--- src/shared/sra_defs.svh ---
// Constants for the serial register access slave (two-wire and SPI).
// Assumes the includer sits on the 20 MHz system clock domain.
`ifndef SRA_DEFS_SVH
`define SRA_DEFS_SVH

`define SRA_DEV_ADDR_HI  6'h34
`define SRA_BIT_LAST     3'h7
`define SRA_BIT_FIRST    3'h0
`define SRA_BIT_STEP     3'h1
`define SRA_IDX_STEP     7'h01
`define SRA_RW_BIT       7
`define SRA_FIFO_DEPTH   16
`define SRA_FIFO_WIDTH   15
`define SRA_SYNC_RST     4'hF

`endif

--- src/shared/sra_pkg.sv ---
// Types shared by the serial register access slave.
// Assumes sra_defs.svh is included by the user of these types.
package sra_pkg;

  typedef logic [6:0] reg_index_t;
  typedef logic [7:0] data_byte_t;

  typedef enum logic [2:0] {
    ST_IDLE,
    ST_ADDR,
    ST_INDEX,
    ST_WDATA,
    ST_ACK,
    ST_TX,
    ST_MACK
  } tw_state_e;

endpackage

--- src/hw/serial_register_access_slave.sv ---
// Device-side serial register access port: two-wire slave and SPI slave
// sharing the clock and data pins, plus the write FIFO toward the registers.
// Assumes pins are asynchronous to i_clk and the register side is on i_clk.
`timescale 1ns/1ps
`include "sra_defs.svh"

module sra_fifo #(
  parameter int WIDTH = `SRA_FIFO_WIDTH,
  parameter int DEPTH = `SRA_FIFO_DEPTH
) (
  input  wire logic             i_clk,
  input  wire logic             i_rst_b,
  input  wire logic             i_in_valid,
  output logic                  o_in_ready,
  input  wire logic [WIDTH-1:0] i_in_data,
  output logic                  o_out_valid,
  input  wire logic             i_out_ready,
  output logic      [WIDTH-1:0] o_out_data
);
  localparam int AW = $clog2(DEPTH);

  logic [WIDTH-1:0] mem [DEPTH];
  logic [AW-1:0]    wr_ptr_reg, wr_ptr_next;
  logic [AW-1:0]    rd_ptr_reg, rd_ptr_next;
  logic [AW:0]      cnt_reg, cnt_next;
  logic             push;
  logic             pop;

  // Count is one bit wider than the pointers so full and empty differ
  assign o_in_ready  = (cnt_reg != (AW+1)'(DEPTH));
  assign o_out_valid = (cnt_reg != '0);
  assign o_out_data  = mem[rd_ptr_reg];
  assign push        = i_in_valid && o_in_ready;
  assign pop         = o_out_valid && i_out_ready;

  always_comb begin
    wr_ptr_next = push ? wr_ptr_reg + 1'b1 : wr_ptr_reg;
    rd_ptr_next = pop ? rd_ptr_reg + 1'b1 : rd_ptr_reg;
    cnt_next    = cnt_reg;
    if (push && !pop) begin
      cnt_next = cnt_reg + 1'b1;
    end else if (pop && !push) begin
      cnt_next = cnt_reg - 1'b1;
    end
  end

  always_ff @(posedge i_clk) begin
    if (!i_rst_b) begin
      wr_ptr_reg <= '0;
      rd_ptr_reg <= '0;
      cnt_reg    <= '0;
    end else begin
      wr_ptr_reg <= wr_ptr_next;
      rd_ptr_reg <= rd_ptr_next;
      cnt_reg    <= cnt_next;
    end
  end

  // Storage needs no reset; valid words are tracked by the count
  always_ff @(posedge i_clk) begin
    if (push) begin
      mem[wr_ptr_reg] <= i_in_data;
    end
  end
endmodule // sra_fifo

module serial_register_access_slave (
  input  wire logic               i_clk,
  input  wire logic               i_rst_b,
  input  wire logic               i_cs_b,
  input  wire logic               i_scl_sclk,
  input  wire logic               i_sda_sdi,
  output logic                    o_sda_o,
  output logic                    o_sda_oe_b,
  output logic                    o_sdo,
  output logic                    o_sdo_oe_b,
  input  wire logic               i_address_select_pin,
  input  wire logic               i_two_wire_port_disable,
  output sra_pkg::reg_index_t     o_rd_index,
  input  wire sra_pkg::data_byte_t i_rd_data,
  output logic                    o_rd_strobe,
  output logic                    o_wr_valid,
  input  wire logic               i_wr_ready,
  output sra_pkg::reg_index_t     o_wr_index,
  output sra_pkg::data_byte_t     o_wr_data
);
  import sra_pkg::*;

  // --------------------------------------------------------------------
  // Pin synchronisers
  // --------------------------------------------------------------------
  logic [3:0] pin_raw;
  logic [3:0] sync1_reg;
  logic [3:0] sync2_reg;
  logic [3:0] prev_reg;
  logic       cs_s, scl_s, sda_s, addr_s;
  logic       cs_fall, scl_rise, scl_fall, start_c, stop_c;
  // Pins idle high, so a high reset value avoids a false edge on release
  localparam logic [3:0] SYNC_RST = `SRA_SYNC_RST;

  assign pin_raw = {i_address_select_pin, i_sda_sdi, i_scl_sclk, i_cs_b};

  generate
    for (genvar g = 0; g < 4; g++) begin : g_sync
      always_ff @(posedge i_clk) begin
        if (!i_rst_b) begin
          sync1_reg[g] <= SYNC_RST[g];
          sync2_reg[g] <= SYNC_RST[g];
          prev_reg[g]  <= SYNC_RST[g];
        end else begin
          sync1_reg[g] <= pin_raw[g];
          sync2_reg[g] <= sync1_reg[g];
          prev_reg[g]  <= sync2_reg[g];
        end
      end
    end
  endgenerate

  assign cs_s     = sync2_reg[0];
  assign scl_s    = sync2_reg[1];
  assign sda_s    = sync2_reg[2];
  assign addr_s   = sync2_reg[3];
  assign cs_fall  = prev_reg[0] && !cs_s;
  assign scl_rise = !prev_reg[1] && scl_s;
  assign scl_fall = prev_reg[1] && !scl_s;
  // Clock line high through the edge; data edge marks the condition
  assign start_c  = scl_s && prev_reg[1] && prev_reg[2] && !sda_s;
  assign stop_c   = scl_s && prev_reg[1] && !prev_reg[2] && sda_s;

  // --------------------------------------------------------------------
  // Protocol engine
  // --------------------------------------------------------------------
  tw_state_e  st_reg, st_next;
  tw_state_e  after_reg, after_next;
  logic [2:0] bit_reg, bit_next;
  data_byte_t rx_reg, rx_next;
  data_byte_t tx_reg, tx_next;
  reg_index_t idx_reg, idx_next;
  logic       ack_reg, ack_next;
  logic       drv_reg, drv_next;
  logic       sda_low_reg, sda_low_next;
  logic       sdo_reg, sdo_next;
  logic       first_reg, first_next;
  logic       read_reg, read_next;
  logic       load_reg, load_next;
  logic       push;
  logic       fifo_in_ready;
  data_byte_t rx_byte;

  assign rx_byte = {rx_reg[6:0], sda_s};

  always_comb begin
    st_next      = st_reg;
    after_next   = after_reg;
    bit_next     = bit_reg;
    rx_next      = rx_reg;
    tx_next      = load_reg ? i_rd_data : tx_reg;
    idx_next     = idx_reg;
    ack_next     = ack_reg;
    drv_next     = drv_reg;
    sda_low_next = sda_low_reg;
    sdo_next     = sdo_reg;
    first_next   = first_reg;
    read_next    = read_reg;
    load_next    = 1'b0;
    push         = 1'b0;
    if (!cs_s) begin
      // SPI owns the pins; two-wire side parked
      st_next      = ST_IDLE;
      sda_low_next = 1'b0;
      if (cs_fall) begin
        bit_next   = `SRA_BIT_FIRST;
        first_next = 1'b1;
      end else begin
        if (scl_rise) begin
          rx_next  = rx_byte;
          bit_next = bit_reg + `SRA_BIT_STEP;
          if (bit_reg == `SRA_BIT_LAST) begin
            first_next = 1'b0;
            if (first_reg) begin
              read_next = rx_byte[`SRA_RW_BIT];
              idx_next  = rx_byte[6:0];
              load_next = rx_byte[`SRA_RW_BIT];
            end else if (read_reg) begin
              idx_next  = idx_reg + `SRA_IDX_STEP;
              load_next = 1'b1;
            end else begin
              // A full FIFO drops SPI bytes: SPI has no way to stall
              push     = 1'b1;
              idx_next = idx_reg + `SRA_IDX_STEP;
            end
          end
        end
        if (scl_fall) begin
          sdo_next = tx_reg[7];
          tx_next  = {tx_reg[6:0], 1'b0};
        end
      end
    end else if (i_two_wire_port_disable) begin
      st_next      = ST_IDLE;
      sda_low_next = 1'b0;
    end else if (start_c) begin
      st_next      = ST_ADDR;
      bit_next     = `SRA_BIT_FIRST;
      sda_low_next = 1'b0;
    end else if (stop_c) begin
      st_next      = ST_IDLE;
      sda_low_next = 1'b0;
    end else if (scl_rise) begin
      unique case (st_reg)
        ST_ADDR, ST_INDEX, ST_WDATA: begin
          rx_next  = rx_byte;
          bit_next = bit_reg + `SRA_BIT_STEP;
          if (bit_reg == `SRA_BIT_LAST) begin
            st_next  = ST_ACK;
            drv_next = 1'b0;
            ack_next = 1'b1;
            if (st_reg == ST_ADDR) begin
              ack_next   = (rx_byte[7:1] == {`SRA_DEV_ADDR_HI, addr_s});
              read_next  = rx_byte[0];
              after_next = rx_byte[0] ? ST_TX : ST_INDEX;
              load_next  = rx_byte[0] &&
                           (rx_byte[7:1] == {`SRA_DEV_ADDR_HI, addr_s});
            end else if (st_reg == ST_INDEX) begin
              idx_next   = rx_byte[6:0];
              after_next = ST_WDATA;
            end else begin
              // Full FIFO answers with a not-acknowledge to stall the host
              ack_next   = fifo_in_ready;
              push       = fifo_in_ready;
              after_next = ST_WDATA;
              if (fifo_in_ready) begin
                idx_next = idx_reg + `SRA_IDX_STEP;
              end
            end
          end
        end
        ST_TX: begin
          bit_next = bit_reg + `SRA_BIT_STEP;
          if (bit_reg == `SRA_BIT_LAST) begin
            st_next  = ST_MACK;
            idx_next = idx_reg + `SRA_IDX_STEP;
          end
        end
        ST_MACK: begin
          bit_next = `SRA_BIT_FIRST;
          if (!sda_s) begin
            st_next   = ST_TX;
            load_next = 1'b1;
          end else begin
            st_next = ST_IDLE;
          end
        end
        ST_IDLE, ST_ACK: begin
        end
      endcase
    end else if (scl_fall) begin
      unique case (st_reg)
        ST_ACK: begin
          if (!drv_reg) begin
            drv_next     = 1'b1;
            sda_low_next = ack_reg;
            if (!ack_reg) begin
              st_next = ST_IDLE;
            end
          end else begin
            bit_next     = `SRA_BIT_FIRST;
            st_next      = after_reg;
            sda_low_next = 1'b0;
            if (after_reg == ST_TX) begin
              sda_low_next = !tx_reg[7];
              tx_next      = {tx_reg[6:0], 1'b0};
            end
          end
        end
        ST_TX: begin
          sda_low_next = !tx_reg[7];
          tx_next      = {tx_reg[6:0], 1'b0};
        end
        ST_MACK: begin
          sda_low_next = 1'b0;
        end
        ST_IDLE, ST_ADDR, ST_INDEX, ST_WDATA: begin
        end
      endcase
    end
  end

  always_ff @(posedge i_clk) begin
    if (!i_rst_b) begin
      st_reg      <= ST_IDLE;
      after_reg   <= ST_IDLE;
      bit_reg     <= `SRA_BIT_FIRST;
      rx_reg      <= '0;
      tx_reg      <= '0;
      idx_reg     <= '0;
      ack_reg     <= 1'b0;
      drv_reg     <= 1'b0;
      sda_low_reg <= 1'b0;
      sdo_reg     <= 1'b0;
      first_reg   <= 1'b0;
      read_reg    <= 1'b0;
      load_reg    <= 1'b0;
    end else begin
      st_reg      <= st_next;
      after_reg   <= after_next;
      bit_reg     <= bit_next;
      rx_reg      <= rx_next;
      tx_reg      <= tx_next;
      idx_reg     <= idx_next;
      ack_reg     <= ack_next;
      drv_reg     <= drv_next;
      sda_low_reg <= sda_low_next;
      sdo_reg     <= sdo_next;
      first_reg   <= first_next;
      read_reg    <= read_next;
      load_reg    <= load_next;
    end
  end

  // --------------------------------------------------------------------
  // Pins and register side
  // --------------------------------------------------------------------
  // Open drain: only ever pulls low; clock and select are inputs only
  assign o_sda_o     = 1'b0;
  assign o_sda_oe_b  = !sda_low_reg;
  assign o_sdo       = sdo_reg;
  // Released two clocks after select rises, due to the synchroniser
  assign o_sdo_oe_b  = cs_s;
  assign o_rd_index  = idx_reg;
  assign o_rd_strobe = load_reg;

  sra_fifo #(
    .WIDTH (`SRA_FIFO_WIDTH),
    .DEPTH (`SRA_FIFO_DEPTH)
  ) sra_fifo_i (
    .i_clk       (i_clk),
    .i_rst_b     (i_rst_b),
    .i_in_valid  (push),
    .o_in_ready  (fifo_in_ready),
    .i_in_data   ({idx_reg, rx_byte}),
    .o_out_valid (o_wr_valid),
    .i_out_ready (i_wr_ready),
    .o_out_data  ({o_wr_index, o_wr_data})
  );
endmodule // serial_register_access_slave

--- config.mk ---
export PLATFORM = sky130hd
export DESIGN_NAME = serial_register_access_slave
export DESIGN_NICKNAME = d
export VERILOG_FILES = /design/src/shared/sra_pkg.sv /design/src/hw/serial_register_access_slave.sv
export VERILOG_INCLUDE_DIRS = /design/src /design/src/shared
export SDC_FILE = /design/constraint.sdc
export NUM_CORES = 1
export LEC_CHECK = 0
export BUFFER_PORTS_ARGS = -buffer_cell sky130_fd_sc_hd__buf_2
export CORE_MARGIN = 4
export CORE_UTILIZATION = 64
export CTS_BUF_LIST = sky130_fd_sc_hd__clkbuf_8
export DETAILED_ROUTE_END_ITERATION = 8
export PLACE_DENSITY = 0.82
export SLEW_MARGIN = 20
export SYNTH_ARGS = -nofsm -noshare
export SYNTH_HDL_FRONTEND = slang
export SYNTH_SLANG_ARGS = --single-unit
--- constraint.sdc ---
create_clock -name i_clk -period 4 [get_ports i_clk]
set_input_delay 0.2 -clock i_clk [delete_from_list [all_inputs] [get_ports i_clk]]
set_output_delay 0.2 -clock i_clk [all_outputs]
set_load 0.05 [all_outputs]
### After elaboration in Yosys (flattened, before gate mapping)

Memories as Yosys holds them, arrays and structs flattened. A register that Yosys moved wholly into a read port is not among the register bits.
Index checks and enable logic that the tools add are counted.

| operators by class | value |
|---|---|
| order comparisons | 0 |
| divide/modulo/power cells | 0 |
| bitwise gates (word level) | 7 |
| equality and inequality tests | 36 |
| multiply operators | 0 |
| $add $sub $neg | 6 |
| mux-type cells | 117 |
| shift-type cells | 0 |
| reduce and logical (&&, ||, !) cells | 52 |

Operators with widths:

| kind | count |
|---|---|
| 7-bit two-way mux | 22 |
| 8-bit two-way mux | 11 |
| 3-bit two-way mux | 20 |
| 1-bit two-way mux | 54 |
| 7-bit AND reduction | 3 |
| 3-bit != test (second input constant) | 6 |
| 2-bit nonzero test | 9 |
| 4-bit by 1-bit != test with 1-bit output (second input constant) | 4 |
| 8-bit case mux with 2 select lines | 1 |
| 3-bit == test (second input constant) | 5 |
| 5-bit != test (second input constant) | 3 |
| 7-bit case mux with 2 select lines | 1 |
| 1-bit logical AND | 13 |
| 12-bit AND reduction | 1 |
| 6-bit AND reduction | 2 |
| 11-bit AND reduction | 1 |
| 5-bit two-way mux | 2 |
| 1-bit zero test | 9 |
| 3-bit case mux with 3 select lines | 1 |
| 3-bit AND reduction | 3 |
| 3-bit nonzero test | 3 |
| 4-bit by 1-bit adder with 4-bit output (second input constant) | 2 |
| 4-bit two-way mux | 2 |
| 2-bit by 1-bit != test with 1-bit output (second input constant) | 4 |
| other kinds (24) | 36 |

| storage, ports and cells | value |
|---|---|
| bits in read-only memories | 0 |
| word-level logic and storage cells | 247 |
| memory bits (writable) | 240 |
| input port bits | 16 |
| output and inout port bits | 28 |
| bits in latches | 0 |
| memories | 1 |
| bits in registers | 62 |

Memory list:

| name | depth | width | read ports | clocked after memory_dff | wr ports | line | source |
|---|---|---|---|---|---|---|---|
| sra_fifo_i.mem | 16 | 15 | 1 | 1 | 1 | serial_register_access_slave.sv:22 | `logic [WIDTH-1:0] mem [DEPTH];` |

### Logic depth before layout (Yosys ltp)

| logic depth | value |
|---|---|
| word-level depth | 15 |
| depth in mapped cells | 15 |
| depth with buffers taken out | 13 |

### Cells and area by module

From an unflattened synthesis, not the netlist that was laid out.

| second synthesis, totals | value |
|---|---|
| cell total of the unflattened synthesis | 799 |
| area, all modules | 12607.1 um^2 |

By module, submodules not included:

| module | cells each | area an instance (um^2) | instances |
|---|---|---|---|
| sra_fifo | 477 | 9949.5 | 1 |
| serial_register_access_slave | 322 | 2657.5 | 1 |

### Least setup slack after synthesis

Ideal clock, no wire load.

| timing | value |
|---|---|
| kind | register -> register |
| from | register sync2_reg[0] (netlist: o_sdo_oe_b) |
| to | register sra_fifo_i.cnt_reg[4] |
| cell stages (with the launch flop) | 13 |
| data required time | 3929 ps |
| setup slack | 812 ps |
| library setup time | 71 ps |
| clock period less this slack | 3188 ps |
| data arrival time | 3117 ps |
| cells stage by stage | dfxtp_1 > nand2b_1 > a211oi_1 > o21a_1 > clkbuf_1 > ha_1 > inv_1 > fa_1 > a21o_1 > a21oi_1 > xnor2_1 > or3_1 > a21oi_1 |

| on the way | value |
|---|---|
| longest elaborated chain between the ends | 8 |

RTL lines:

| what | line | source |
|---|---|---|
| from (decl) | serial_register_access_slave.sv:94 | `logic [3:0] sync2_reg;` |
| from (signal, indexed assignment) | serial_register_access_slave.sv:108 | `sync2_reg[g] <= SYNC_RST[g];` |
| from (signal, indexed assignment) | serial_register_access_slave.sv:112 | `sync2_reg[g] <= sync1_reg[g];` |
| 1-bit zero test | -- |  |
| 1-bit logical AND | serial_register_access_slave.sv:123 | `assign cs_fall = prev_reg[0] && !cs_s;` |
| 1-bit two-way mux | serial_register_access_slave.sv:171 | `if (cs_fall) begin` |
| 1-bit two-way mux * | serial_register_access_slave.sv:167 | `if (!cs_s) begin` |
| 1-bit logical AND * | serial_register_access_slave.sv:33 | `assign push = i_in_valid && o_in_ready;` |
| named net sra_fifo_i.push | serial_register_access_slave.sv:26 | `logic push;` |
| 1-bit zero test | serial_register_access_slave.sv:42 | `end else if (pop && !push) begin` |
| 1-bit logical AND | serial_register_access_slave.sv:42 |  |
| 2-bit nonzero test (no line) | -- |  |
| to (signal assigned) | serial_register_access_slave.sv:55 | `cnt_reg <= cnt_next;` |
| to (decl) | serial_register_access_slave.sv:25 | `logic [AW:0] cnt_reg, cnt_next;` |

Mark *: on every way through the listed nets, which the timed path passes. The rest lies on a longest branch.
A chain may end at the register's enable or synchronous reset.

### Worst setup path in the final report

| timing | value |
|---|---|
| from | register bit_reg[0] |
| to | register sra_fifo_i.cnt_reg[4] |

| on the way | value |
|---|---|
| longest elaborated chain between the ends | 12 |

RTL lines:

| what | line | source |
|---|---|---|
| from (decl) | serial_register_access_slave.sv:135 | `logic [2:0] bit_reg, bit_next;` |
| from (signal assigned) | serial_register_access_slave.sv:293 | `` bit_reg <= `SRA_BIT_FIRST; `` |
| from (signal assigned) | serial_register_access_slave.sv:307 | `bit_reg <= bit_next;` |
| 3-bit == test (no line) * | -- |  |
| 1-bit two-way mux | serial_register_access_slave.sv:214 | `` if (bit_reg == `SRA_BIT_LAST) begin `` |
| 1-bit two-way mux | serial_register_access_slave.sv:210 | `unique case (st_reg)` |
| 1-bit two-way mux | serial_register_access_slave.sv:209 | `end else if (scl_rise) begin` |
| 1-bit two-way mux | serial_register_access_slave.sv:206 | `end else if (stop_c) begin` |
| 1-bit two-way mux | serial_register_access_slave.sv:202 | `end else if (start_c) begin` |
| 1-bit two-way mux | serial_register_access_slave.sv:199 | `end else if (i_two_wire_port_disable) begin` |
| 1-bit two-way mux * | serial_register_access_slave.sv:167 |  |
| 1-bit logical AND * | serial_register_access_slave.sv:33 |  |
| 1-bit zero test | serial_register_access_slave.sv:42 |  |
| 1-bit logical AND | serial_register_access_slave.sv:42 |  |
| 2-bit nonzero test (no line) | -- |  |

Every way passes the cells marked *; elsewhere a longest branch is shown, timed or not.

==> flow_summary_export.csv <==
group,metric,value,unit
placement,portBuffers,42,
routing,detail-route-antenna-nets,0,
routing,drt_iter0_drc,823,
routing,finalWirelength,26.6,mm
setup_path,worstPathRequired,4.48,ns
sta,post-route-period-util,0.834,
setup_path,r2r_start,"bit_reg[0]",
sta,setup_ws,0.666,ns
clock_network,clkTransAtPathRegs,0.06,ns
clock_network,cts_sinks,306,
synthesis,async_flop_share,0,
floorplanning,core,0.0190,sq mm
routing,vias,6965,
synthesis,syn_nets,765,
power_and_ir_drop,p_per_area,413,mW/mm^2
setup_path,crit_path_start_kind,"flop",
finish,regArea,0.00853,sq mm
finish,multi_input_area,0.00376,sq mm
synthesis,syn_area_per_cell,17.1,sq um
global_route,grt_use_total,0.250,
floorplanning,dieArea,0.0219,sq mm
setup_path,critPathKind,"flop to flop",
min_path,min_from,"i_rd_data[4]",
clock_network,cts_tree,"built",
setup_path,crit_start,"bit_reg[0]",
synthesis,synth_top_area_share,0.575,
routing,firstDrtPassIters,5,
floorplanning,core.rowCount,50,
power_and_ir_drop,ir_drop,0.329,mV
floorplanning,die_w,148,microns
sta,clock_skew,0.0240,ns
placement,gp_congestion,0.856,
global_route,grt_pass1_wl,41.3,mm
clock_network,cts_max_level,2,
global_route,grt_overflow_total,0,
sta,fin_tns_setup,0,ns
clock_network,cts_root_buf,"clkbuf_8",
setup_path,critPathMaxFanout,22,
sta,relSlewSlack,0.249,
synthesis,synth_most_common_cell,"edfxtp_1",
clock_network,cts_made_buffers,47,
synthesis,synth_area,0.0125,sq mm
routing,post_drt_wl_per_cell,24.1,microns
finish,final_cells,1104,
run_status,status,"completed",
setup_path,worst_ep_arrival_time,3.82,ns
routing,routed_via_density,6.31,
synthesis,yosysWarningCount,0,
clock_network,cts_max_path_buffers,3,
floorplanning,pin_count,44,
run,max-cap-violations,0,
synthesis,syn_inst,733,
global_route,antenna_found_initial,0,
finish,largest_reg_flops,240,
routing,route.detailed.drc,0,
synthesis,synth_flop_cell,"edfxtp_1",
finish,drive_gt1_frac,0.254,
placement,numPlacedInstances,1015,
finish,design_area,0.0139,sq mm
placement,place_area,0.0130,sq mm
synthesis,yosysTopAreaCell,"edfxtp_1",
floorplanning,fp.dieH,148,microns
min_path,hold_depth,4,
global_route,grt_max_degree,50,
finish,insertedDiodeCount,0,
sta,hold_viol_final,0,
finish,area_growth,11.3,%
floorplanning,start_util,0.661,
sta,drv_slew,0,
sta,tightest_slew,1.12,ns
finish,fill_cells,1149,
sta,rsz0062_at_grt,"false",
sta,setup_viol,0,
setup_path,cp-end-kind,"flop",
clock_network,ctsResizeCount,0,
global_route,grt_pass1_vias,7089,
sta,max_freq,0.300,GHz
finish,post-route-util,0.735,
placement,dpl.hpwl,16.2,mm
synthesis,synth_edf_count,240,
synthesis,synth_area_leaders,"edfxtp_1 58%, mux4_2 13%, dfxtp_1 11%",
sta,min_period,3.33,ns
clock_network,post_cts_buffers,0,
synthesis,synth_cell_type_count,71,
clock_network,clkLatencyLatePin,0.56,ns
power_and_ir_drop,cellLeakagePower,5.00,nW
synthesis,ys_seq_elements,306,
setup_path,rr_worst_depth,14,
synthesis,synthTopCellsByCount,"240 x edfxtp_1, 75 x mux4_2, 66 x dfxtp_1",
min_path,hp-class,"input port to flop",
synthesis,yosysSeqAreaShare,0.681,
finish,fin_nets,842,
placement,dp_slack,0.801,ns
critical path, stage by stage, from the launching register on:
cell     delay [ns]
dfxtp_1        0.36
ha_1           0.16
ha_1           0.33
nand2_1        0.16
a21oi_1        0.16
o21a_1         0.14
buf_4          0.21
ha_1           0.23
inv_1          0.13
fa_1           0.47
a21o_1         0.18
a21oi_1        0.20
xnor2_1        0.11
or3_1          0.31
a21oi_1        0.14
cells in the final DEF (no fill, tap or decap), types with 10 or more instances in the layout:
| cell | netlist | final |
|---|---|---|
| nor2_1 | 41 | 41 |
| buf_4 | 1 | 21 |
| and3_1 | 19 | 19 |
| mux4_2 | 75 | 75 |
| dfxtp_1 | 66 | 64 |
| o21ai_0 | 10 | 10 |
| nand2_1 | 32 | 32 |
| nand2b_1 | 17 | 17 |
| clkinv_1 | 0 | 13 |
| ha_1 | 15 | 15 |
| clkbuf_8 | 0 | 51 |
| buf_2 | 14 | 42 |
| mux2i_1 | 25 | 25 |
| edfxtp_1 | 240 | 240 |
| a21oi_1 | 26 | 26 |
| inv_1 | 11 | 28 |
layout make-up:
| cell class | count | area share |
|---|---|---|
| clock buffer | 51 | 0.0504 |
| clock inverter | 32 | 0.00925 |
| inverter | 12 | 0.00323 |
| multi-input combinational | 373 | 0.269 |
| sequential | 306 | 0.612 |
| tap | 260 | 0.0233 |
| timing repair buffer | 70 | 0.0321 |
stage by stage:
stage / power [mW] / hold WS (ns)
2_1_floorplan: 3.51 / 0.301
3_3_place_gp: 3.53 / 0.382
3_5_place_dp: 3.53 / 0.385
4_1_cts: 5.80 / 0.0135
5_1_grt: 5.98 / 0.0418
6_report: 5.76 / 0.0356
logic make-up after synthesis:
family / after synthesis / share of synthesized area
xor+xnor: 10 / 0.00699
simple gates: 153 / 0.0636
fa+ha+maj: 16 / 0.0166
flops: 306 / 0.681
mux: 108 / 0.162
other cells: 1 / 0.000299
compound gates: 85 / 0.0504
buf+inv: 54 / 0.0191
metal layers:
| layer | global-route usage | up-vias | wire (microns) |
|---|---|---|---|
| met5 | 0 | - | 0 |
| met4 | 0.0628 | 0 | 456 |
| met3 | 0.0448 | 43 | 2310 |
| met2 | 0.413 | 342 | 13400 |
| met1 | 0.353 | 3518 | 10400 |
| li1 | - | 3062 | - |
timing repair:
action                                  CTS  global route
hold buffers                              6             0
endpoints found under the setup margin    0             0
hold endpoints to repair                  6             0
power breakdown:
group          switching [mW]  total (mW)  internal [mW]
clock network            1.12        2.29           1.17
logic                  0.0468      0.0723         0.0255
registers             0.00442        3.39           3.39
path summary, 6_finish.rpt:
kind,slack (ns),endpoint
min,0.04,tx_reg[4]
max,0.67,sra_fifo_i.cnt_reg[4]
min reg2reg,0.42,addr_s
max reg2reg,0.67,sra_fifo_i.cnt_reg[4]
Power figures use the tool's default switching activity.
